===== config.mk =====
export PLATFORM = sky130hd
export DESIGN_NAME = ltf_font_ctrl
export DESIGN_NICKNAME = d
export VERILOG_FILES = /design/src/hw/ltf_pkg.sv /design/src/hw/ltf_row_if.sv /design/src/hw/ltf_font_ctrl.sv /design/src/hw/ltf_row_gen.sv
export SDC_FILE = /design/constraint.sdc
export NUM_CORES = 1
export LEC_CHECK = 0
export BUFFER_PORTS_ARGS = -buffer_cell sky130_fd_sc_hd__clkbuf_2
export CAP_MARGIN = 20
export CORE_MARGIN = 1
export CORE_UTILIZATION = 50
export DETAILED_ROUTE_END_ITERATION = 6
export GPL_TIMING_DRIVEN = 0
export PLACE_DENSITY_LB_ADDON = 0.1
export SETUP_SLACK_MARGIN = 0.3
export SYNTH_ARGS = -nofsm -noshare
export SYNTH_HDL_FRONTEND = slang
export SYNTH_SLANG_ARGS = --single-unit

===== constraint.sdc =====
create_clock -name i_clock -period 3.47 [get_ports i_clock]
set_input_delay 0.347 -clock i_clock [delete_from_list [all_inputs] [get_ports i_clock]]
set_output_delay 0.347 -clock i_clock [all_outputs]
set_load 0.05 [all_outputs]

===== src/hw/ltf_pkg.sv =====
// package for the text font expansion control block
// assumes an indexed register port: index from a separate latch, data at 3CF
package ltf_pkg;
   localparam logic [15:0] LTF_DATA_PORT    = 16'h03CF;
   localparam logic [7:0]  LTF_IDX_FONT_CTL = 8'h92;
   localparam logic [7:0]  LTF_IDX_CIRC_BUF = 8'h95;
   localparam logic [7:0]  LTF_FONT_CTL_RST = 8'h00;
   localparam logic [7:0]  LTF_CIRC_BUF_RST = 8'h00;
   localparam logic [7:0]  LTF_FONT_CTL_WMASK = 8'hEB;
   localparam int LTF_BIT_EXP_EN   = 7;
   localparam int LTF_BIT_EXP_METH = 6;
   localparam int LTF_BIT_FULL_CUR = 5;
   localparam int LTF_BIT_SW_EXP   = 3;
   localparam logic [4:0] LTF_CELL_ROWS    = 5'h10;
   localparam logic [4:0] LTF_EXP_ROWS     = 5'h13;
   localparam logic [3:0] LTF_ROW_FIRST    = 4'h0;
   localparam logic [3:0] LTF_ROW_MID      = 4'h8;
   localparam logic [3:0] LTF_ROW_LAST     = 4'hF;
   typedef enum logic [1:0] {
      LTF_IDLE = 2'b00,
      LTF_ORIG = 2'b01,
      LTF_DUP  = 2'b10
   } ltf_row_e;
endpackage


===== src/hw/ltf_row_if.sv =====
// row sequencing signals between the control top and the row generator
// assumes one clock domain
`timescale 1ns/100ps
interface ltf_row_if;
   logic       exp_en;
   logic       exp_meth;
   logic       row_adv;
   logic       cell_start;
   logic [3:0] src_row;
   logic [4:0] disp_row;
   logic       cell_end;
   modport ctl (output exp_en, exp_meth, row_adv, cell_start,
                input src_row, disp_row, cell_end);
   modport gen (input exp_en, exp_meth, row_adv, cell_start,
                output src_row, disp_row, cell_end);
endinterface


===== src/hw/ltf_font_ctrl.sv =====
// text font expansion control: indexed registers and font row control
// assumes i_io_* is a decoded, synchronous single-cycle I/O cycle on the
// extension data port; the index comes from the extension index latch
// Operation
// - expansion enable stretches each text cell to 19 scanlines.
// - method one duplicates cell scanlines 0, 8 and 15 once each.
// - method zero repeats scanline 0 twice and scanline 15 once.
// - method select has no effect while expansion is disabled.
// - full-height cursor covers whole cell, ignoring cursor start and end.
// - software expanded text takes cell timing from the alternate register set.
// - software expanded text acts only in text modes.
// - two-bit font address field extends upper font memory address.
// - in 16/32-bit memory the font address field selects bold font.
// - registers sit at data port 3CF, indexes 92 and 95.
`timescale 1ns/100ps
module ltf_font_ctrl (
   input  wire logic        i_clock,
   input  wire logic        i_rst_b,
   input  wire logic        i_io_wr,
   input  wire logic        i_io_rd,
   input  wire logic [15:0] i_io_addr,
   input  wire logic [7:0]  i_io_index,
   input  wire logic [7:0]  i_io_wdata,
   input  wire logic        i_text_mode,
   input  wire logic        i_wide_mem,
   input  wire logic        i_row_adv,
   input  wire logic        i_cell_start,
   input  wire logic [3:0]  i_std_cur_start,
   input  wire logic [3:0]  i_std_cur_end,
   input  wire logic [4:0]  i_std_cell_rows,
   input  wire logic [4:0]  i_alt_cell_rows,
   output logic      [7:0]  o_io_rdata,
   output logic             o_io_ack,
   output logic      [3:0]  o_font_row,
   output logic      [1:0]  o_font_addr_ext,
   output logic             o_bold_sel,
   output logic             o_cursor_row,
   output logic             o_cell_end,
   output logic      [4:0]  o_cell_rows,
   output logic             o_alt_timing_sel,
   output logic      [3:0]  o_burst,
   output logic      [3:0]  o_delta
);
   import ltf_pkg::*;

   logic [7:0] font_text_control_reg;
   logic [7:0] circ_buffer_fetch_params_reg;
   logic       hit_font;
   logic       hit_circ;
   logic       sw_exp_act;
   logic       cur_in_span;

   ltf_row_if rif ();

   ////////////////////////////////////////////////////////////////////
   // register decode
   assign hit_font = (i_io_addr == LTF_DATA_PORT) && (i_io_index == LTF_IDX_FONT_CTL);
   assign hit_circ = (i_io_addr == LTF_DATA_PORT) && (i_io_index == LTF_IDX_CIRC_BUF);

   // register writes; reserved bits held at zero
   always_ff @(posedge i_clock) begin
      if (!i_rst_b) begin
         font_text_control_reg        <= LTF_FONT_CTL_RST;
         circ_buffer_fetch_params_reg <= LTF_CIRC_BUF_RST;
      end else if (i_io_wr) begin
         if (hit_font)
            font_text_control_reg <= i_io_wdata & LTF_FONT_CTL_WMASK;
         if (hit_circ)
            circ_buffer_fetch_params_reg <= i_io_wdata;
      end
   end

   // read data and acknowledge, one cycle after the request
   always_ff @(posedge i_clock) begin
      if (!i_rst_b) begin
         o_io_rdata <= 8'h00;
         o_io_ack   <= 1'b0;
      end else begin
         o_io_ack   <= (i_io_rd || i_io_wr) && (hit_font || hit_circ);
         o_io_rdata <= (i_io_rd && hit_font) ? font_text_control_reg :
                       (i_io_rd && hit_circ) ? circ_buffer_fetch_params_reg : 8'h00;
      end
   end

   ////////////////////////////////////////////////////////////////////
   // row sequencer
   assign rif.exp_en     = font_text_control_reg[LTF_BIT_EXP_EN] && i_text_mode;
   assign rif.exp_meth   = font_text_control_reg[LTF_BIT_EXP_METH];
   assign rif.row_adv    = i_row_adv;
   assign rif.cell_start = i_cell_start;

   ltf_row_gen u_row_gen (
      .i_clock (i_clock),
      .i_rst_b (i_rst_b),
      .rif     (rif)
   );

   assign sw_exp_act  = font_text_control_reg[LTF_BIT_SW_EXP] && i_text_mode;
   assign cur_in_span = (rif.src_row >= i_std_cur_start) && (rif.src_row <= i_std_cur_end);

   ////////////////////////////////////////////////////////////////////
   // registered font and timing outputs
   always_ff @(posedge i_clock) begin
      if (!i_rst_b) begin
         o_font_row       <= 4'h0;
         o_font_addr_ext  <= 2'b00;
         o_bold_sel       <= 1'b0;
         o_cursor_row     <= 1'b0;
         o_cell_end       <= 1'b0;
         o_cell_rows      <= 5'h00;
         o_alt_timing_sel <= 1'b0;
         o_burst          <= 4'h0;
         o_delta          <= 4'h0;
      end else begin
         o_font_row       <= rif.src_row;
         o_font_addr_ext  <= font_text_control_reg[1:0];
         o_bold_sel       <= i_wide_mem && (font_text_control_reg[1:0] != 2'b00);
         o_cursor_row     <= font_text_control_reg[LTF_BIT_FULL_CUR] || cur_in_span;
         o_cell_end       <= rif.cell_end;
         o_alt_timing_sel <= sw_exp_act;
         o_cell_rows      <= sw_exp_act ? i_alt_cell_rows : i_std_cell_rows;
         o_burst          <= circ_buffer_fetch_params_reg[7:4];
         o_delta          <= circ_buffer_fetch_params_reg[3:0];
      end
   end

   ////////////////////////////////////////////////////////////////////
   // checks
   property p_reserved_zero;
      @(posedge i_clock) disable iff (!i_rst_b)
      font_text_control_reg[4] == 1'b0 && font_text_control_reg[2] == 1'b0;
   endproperty
   a_reserved_zero: assert property (p_reserved_zero) else $error("reserved bit set");

   property p_full_cursor;
      @(posedge i_clock) disable iff (!i_rst_b)
      ##1 $past(font_text_control_reg[LTF_BIT_FULL_CUR]) |-> o_cursor_row;
   endproperty
   a_full_cursor: assert property (p_full_cursor) else $error("cursor not full height");

   property p_gfx_no_alt;
      @(posedge i_clock) disable iff (!i_rst_b)
      !i_text_mode |=> !o_alt_timing_sel;
   endproperty
   a_gfx_no_alt: assert property (p_gfx_no_alt) else $error("alt timing in graphics");

   property p_alt_rows;
      @(posedge i_clock) disable iff (!i_rst_b)
      (font_text_control_reg[LTF_BIT_SW_EXP] && i_text_mode) |=>
         (o_cell_rows == $past(i_alt_cell_rows)) && o_alt_timing_sel;
   endproperty
   a_alt_rows: assert property (p_alt_rows) else $error("alt rows not used");

   property p_read_back;
      @(posedge i_clock) disable iff (!i_rst_b)
      (i_io_rd && hit_font) |=> o_io_ack && (o_io_rdata == $past(font_text_control_reg));
   endproperty
   a_read_back: assert property (p_read_back) else $error("bad read of font control");

   property p_addr_ext;
      @(posedge i_clock) disable iff (!i_rst_b)
      (i_io_wr && hit_font) |=> ##1 o_font_addr_ext == $past(i_io_wdata[1:0], 2);
   endproperty
   a_addr_ext: assert property (p_addr_ext) else $error("font address not applied");

   property p_bold;
      @(posedge i_clock) disable iff (!i_rst_b)
      !i_wide_mem |=> !o_bold_sel;
   endproperty
   a_bold: assert property (p_bold) else $error("bold outside wide memory");

   property p_bold_on;
      @(posedge i_clock) disable iff (!i_rst_b)
      (i_wide_mem && font_text_control_reg[1:0] != 2'b00) |=> o_bold_sel;
   endproperty
   a_bold_on: assert property (p_bold_on) else $error("bold font not selected");

   ////////////////////////////////////////////////////////////////////
   // register bus checks
   property p_write_lands;
      @(posedge i_clock) disable iff (!i_rst_b)
      (i_io_wr && hit_font) |=>
         font_text_control_reg == ($past(i_io_wdata) & LTF_FONT_CTL_WMASK);
   endproperty
   a_write_lands: assert property (p_write_lands) else $error("write lost");

   property p_refused;
      @(posedge i_clock) disable iff (!i_rst_b)
      ((i_io_rd || i_io_wr) && !hit_font && !hit_circ) |=>
         !o_io_ack && (o_io_rdata == 8'h00);
   endproperty
   a_refused: assert property (p_refused) else $error("unmapped cycle answered");

   property p_fetch_fields;
      @(posedge i_clock) disable iff (!i_rst_b)
      1'b1 |=> (o_burst == $past(circ_buffer_fetch_params_reg[7:4])) &&
               (o_delta == $past(circ_buffer_fetch_params_reg[3:0]));
   endproperty
   a_fetch_fields: assert property (p_fetch_fields) else $error("burst or delta wrong");

   ////////////////////////////////////////////////////////////////////
   // font and timing output checks
   property p_expand_text;
      @(posedge i_clock) disable iff (!i_rst_b)
      !i_text_mode |-> !rif.exp_en;
   endproperty
   a_expand_text: assert property (p_expand_text) else $error("expansion in graphics");

   property p_font_row;
      @(posedge i_clock) disable iff (!i_rst_b)
      1'b1 |=> o_font_row == $past(rif.src_row);
   endproperty
   a_font_row: assert property (p_font_row) else $error("font row stale");

   property p_cursor_span;
      @(posedge i_clock) disable iff (!i_rst_b)
      !font_text_control_reg[LTF_BIT_FULL_CUR] |=>
         o_cursor_row == (($past(rif.src_row) >= $past(i_std_cur_start)) &&
                          ($past(rif.src_row) <= $past(i_std_cur_end)));
   endproperty
   a_cursor_span: assert property (p_cursor_span) else $error("cursor outside span");

   property p_std_rows;
      @(posedge i_clock) disable iff (!i_rst_b)
      !(font_text_control_reg[LTF_BIT_SW_EXP] && i_text_mode) |=>
         (o_cell_rows == $past(i_std_cell_rows)) && !o_alt_timing_sel;
   endproperty
   a_std_rows: assert property (p_std_rows) else $error("standard rows not used");

   c_exp_on:  cover property (@(posedge i_clock) rif.exp_en && i_row_adv);
   c_sw_exp:  cover property (@(posedge i_clock) o_alt_timing_sel);
endmodule


===== src/hw/ltf_row_gen.sv =====
// scanline sequencer mapping display rows of a cell to font source rows
// assumes row_adv pulses once per scanline from the display timing
`timescale 1ns/100ps
module ltf_row_gen (
   input  wire logic i_clock,
   input  wire logic i_rst_b,
   ltf_row_if.gen    rif
);
   import ltf_pkg::*;

   ltf_row_e   state_reg;
   logic [1:0] dup_left_reg;
   logic       dup_now;

   ////////////////////////////////////////////////////////////////////
   // duplicate flag for the row just shown
   always_comb begin
      dup_now = 1'b0;
      if (rif.exp_en) begin
         if (rif.exp_meth)
            dup_now = (rif.src_row == LTF_ROW_FIRST) || (rif.src_row == LTF_ROW_MID) ||
                      (rif.src_row == LTF_ROW_LAST);
         else
            dup_now = (rif.src_row == LTF_ROW_FIRST) || (rif.src_row == LTF_ROW_LAST);
      end
   end

   ////////////////////////////////////////////////////////////////////
   // source row walk, duplicates directly after original
   always_ff @(posedge i_clock) begin
      if (!i_rst_b) begin
         state_reg    <= LTF_IDLE;
         rif.src_row  <= 4'h0;
         rif.disp_row <= 5'h00;
         dup_left_reg <= 2'b00;
      end else if (rif.cell_start) begin
         state_reg    <= LTF_ORIG;
         rif.src_row  <= LTF_ROW_FIRST;
         rif.disp_row <= 5'h00;
         dup_left_reg <= 2'b00;
      end else if (rif.row_adv && state_reg != LTF_IDLE) begin
         rif.disp_row <= rif.disp_row + 5'h01;
         if (state_reg == LTF_ORIG && dup_now) begin
            state_reg    <= LTF_DUP;
            dup_left_reg <= (!rif.exp_meth && rif.src_row == LTF_ROW_FIRST) ? 2'b01 : 2'b00;
         end else if (state_reg == LTF_DUP && dup_left_reg != 2'b00) begin
            dup_left_reg <= dup_left_reg - 2'b01;
         end else if (rif.src_row == LTF_ROW_LAST) begin
            state_reg    <= LTF_ORIG;
            rif.src_row  <= LTF_ROW_FIRST;
            rif.disp_row <= 5'h00;
         end else begin
            state_reg   <= LTF_ORIG;
            rif.src_row <= rif.src_row + 4'h1;
         end
      end
   end

   // last row of the cell: 19 rows expanded, 16 plain
   assign rif.cell_end = (rif.disp_row == (rif.exp_en ? LTF_EXP_ROWS - 5'h01
                                                      : LTF_CELL_ROWS - 5'h01));

   ////////////////////////////////////////////////////////////////////
   // checks
   property p_row_bound;
      @(posedge i_clock) disable iff (!i_rst_b)
      rif.exp_en |-> rif.disp_row < LTF_EXP_ROWS;
   endproperty
   a_row_bound: assert property (p_row_bound) else $error("row past 19");

   property p_plain;
      @(posedge i_clock) disable iff (!i_rst_b)
      (!rif.exp_en && rif.row_adv && state_reg == LTF_ORIG && !rif.cell_start) |=>
         state_reg == LTF_ORIG;
   endproperty
   a_plain: assert property (p_plain) else $error("dup while unexpanded");

   property p_dup_follows;
      @(posedge i_clock) disable iff (!i_rst_b)
      (state_reg == LTF_DUP) |-> $stable(rif.src_row);
   endproperty
   a_dup_follows: assert property (p_dup_follows) else $error("dup row moved");

   property p_meth1_mid;
      @(posedge i_clock) disable iff (!i_rst_b)
      (rif.exp_en && rif.exp_meth && rif.row_adv && state_reg == LTF_ORIG &&
       rif.src_row == LTF_ROW_MID && !rif.cell_start) |=> state_reg == LTF_DUP;
   endproperty
   a_meth1_mid: assert property (p_meth1_mid) else $error("row 8 not duplicated");

   property p_meth0_mid;
      @(posedge i_clock) disable iff (!i_rst_b)
      (rif.exp_en && !rif.exp_meth && rif.row_adv && state_reg == LTF_ORIG &&
       rif.src_row == LTF_ROW_MID && !rif.cell_start) |=> state_reg == LTF_ORIG;
   endproperty
   a_meth0_mid: assert property (p_meth0_mid) else $error("row 8 duplicated");

   c_dup:  cover property (@(posedge i_clock) state_reg == LTF_DUP);
   c_wrap: cover property (@(posedge i_clock) rif.exp_en && rif.cell_end);
   c_dbl:  cover property (@(posedge i_clock) state_reg == LTF_DUP && dup_left_reg == 2'b01);
endmodule


==> impl_results.md <==
* Top post-synthesis cells by count: 59 x dfxtp_1, 18 x nand2_1, 18 x nor2_1
* GPL Wtd Cong at 0.767
* Share of layout cells above drive strength 1 at between 30% and 40%
* Die Wd at around 73 µm
* Count leader, synth: dfxtp_1
* Tmin final at between 1.5 and 2 ns
* Syn avg cell area at just under 10 µm²
* Total leakage power at around 1.5 nW
* WHS at about 0.23 ns
* CP Data Required Time at approximately 3.7 ns
* Dpl hpwl at 3940 µm
* CTS Sinks at between 50 and 60
* Yosys warnings at 0
* Max Freq at between 500 and 600 MHz
* # H-tree levels at 3
* Layout Nets at 432
* RSZ-0062 raised after global routing: false
* Setup TNS at 0 ns
* Post-synthesis sequential area ratio at 46.2%
* CTS Hold Bufs at 0
* EDFF count, synth at 0
* Max Transition Viols Final at 0
* Initial antenna violation count at 0
* CTS max path bufs at 2
* Final-report hold violation count at 0
* Slew HR at 47.3%
* Fraction of registers with async set/reset at 0%
* Mapped cell area at 2550 µm²
* Element type at the critical path start: flop
* Post-route cell area at 3290 µm²
* Port buffer count at 88
* Worst Setup End Kind: flop
* Total of max-cap violations at 0
* Worst-Margin Slew at between 0.7 and 0.8 ns
* Synth area leader: dfxtp_1
* Detailed-route DRC error count at 0
* Cell variety after synth at 41
* Global route total overflow at 0
* # IOs at 90
* Tot GR Track Use at between 20% and 30%
* CP max FO at 8
* Worst vdd rail ir drop at about 0.41 mV
* Largest net degree at the start of global routing at 11
* Fill cells at between 400 and 500
* HP Class: input pin to flop
* Worst skew pair latency at between 0.3 and 0.4 ns
* # Post-CTS Setup Buffers at 0
* Vias in the first global route at approximately 2000
* Worst path arrival time at around 2.2 ns
* Area delta synth->final at 28.9%
* Starting DRC count in detailed routing at 42
* Critical path class: flop to flop
* Cts repair resizes at 0
* Syn Nets at roughly 330
* Fin crit share at 57.4%
* CTS buffer count at 9
* Main synth FF type: dfxtp_1
* PD cells at 442 nW/µm²
* Row count at 25
* Final-report setup violation count at 0
* Routed length per instance at between 10 and 15 µm
* Mapped Cells at around 260
* DP Area at 3080 µm²
* Drt total wl at ~5300 µm
* Via density at 4.98
* Initial cell density of the core at around 53%
* Synth top area share at a little under half
* First-pass GRT wire length at between 8000 and 9000 µm
* Final core occ at approximately two thirds
* Die Y at roughly 73 µm
* Post-Route Skew at between 0.005 and 0.006 ns
* Number of synthesized register bits at 59
* Worst-path clk slew at around 0.06 ns
* Root buf cell: clkbuf_8
* Ant diodes at 0
* Status: complete, no violations
* 1st-pass router iterations at 4
* Via count at 2155
* CTS tree: built
* Post-route ant nets at 0
* Die area at between 5000 and 6000 µm²
* Synth top area cells: dfxtp_1 46%, mux2i_1 6.3%, ha_1 5.9%
* CORE AREA at 4820 µm²
## final timing paths
kind	from	end	slack, ns	cells after the start
worst max register to register	u_row_gen.rif.src_row[0]	u_row_gen.rif.src_row[3]	1.48	8
worst min-delay path	i_wide_mem	o_bold_sel	0.23	2
worst max-delay path	u_row_gen.rif.src_row[0]	u_row_gen.rif.src_row[3]	1.48	8
worst min register to register	circ_buffer_fetch_params_reg[2]	o_delta[2]	0.48	1
## area by class of cell
type | count | area [µm²] | area share, %
buffer | 10 | 45.0 | 1.37
clock buffer | 10 | 138 | 4.18
clock inverter | 5 | 77.6 | 2.35
inverter | 12 | 45.0 | 1.37
multi-input combinational | 182 | 1280 | 39.0
sequential | 59 | 1180 | 35.9
tap | 67 | 83.8 | 2.54
timing repair buffer | 88 | 440 | 13.4
## logic make-up after synthesis
kind of cell	count (synthesis)	synth area share [%]
AOI/OAI and AO/OA	43	11.1
adders and majority gates	12	5.88
DFF	59	46.2
xor gates and xnor gates	3	1.03
buffers and inverters	22	3.53
and+or+nand+nor	108	26.0
muxes	16	6.27
## placed cells by master (no fill, tap or decap), types with 8 or more instances in the layout
cell | netlist | layout
mux2i_1 | 16 | 16
ha_1 | 12 | 12
and2_1 | 14 | 14
nand2_1 | 18 | 18
o21ai_0 | 9 | 9
clkbuf_2 | 0 | 88
a21oi_1 | 12 | 12
clkbuf_1 | 8 | 8
nor2b_1 | 17 | 17
dfxtp_1 | 59 | 59
inv_1 | 12 | 12
clkbuf_8 | 0 | 10
nor2_1 | 18 | 18
nand3_1 | 10 | 10
## power by group
group	internal, W	leakage, nW	switching, W
Clock	0.000417	0.108	0.000252
Sequential	0.000683	0.477	0.00000376
Combinational	0.0000442	0.874	0.0000560
## critical path: stages, from the launching register on
cell      delay [ns]
dfxtp_1         0.45
inv_1           0.13
ha_1            0.23
nand2b_1        0.11
o21a_1          0.12
o211a_1         0.13
clkbuf_1        0.34
a41oi_1         0.17
a311oi_1        0.24
## metrics by stage
stage	cells	total power [W]	setup slack, ns
after floorplan	263	0.000752	1.68
after global placement	418	0.000800	1.40
after detailed placement	418	0.000801	1.37
after CTS	433	0.00147	1.50
after global routing	433	0.00151	1.29
final	433	0.00146	1.48
## per-layer routing
layer	vias up	track usage [%]	part of all wire (%)
li1	1117	-	-
met1	985	25.3	45
met2	48	37.5	49
met3	5	7.82	4.5
met4	0	6.41	1.0
met5	-	0	0
(Power assumes the default switching activity.)
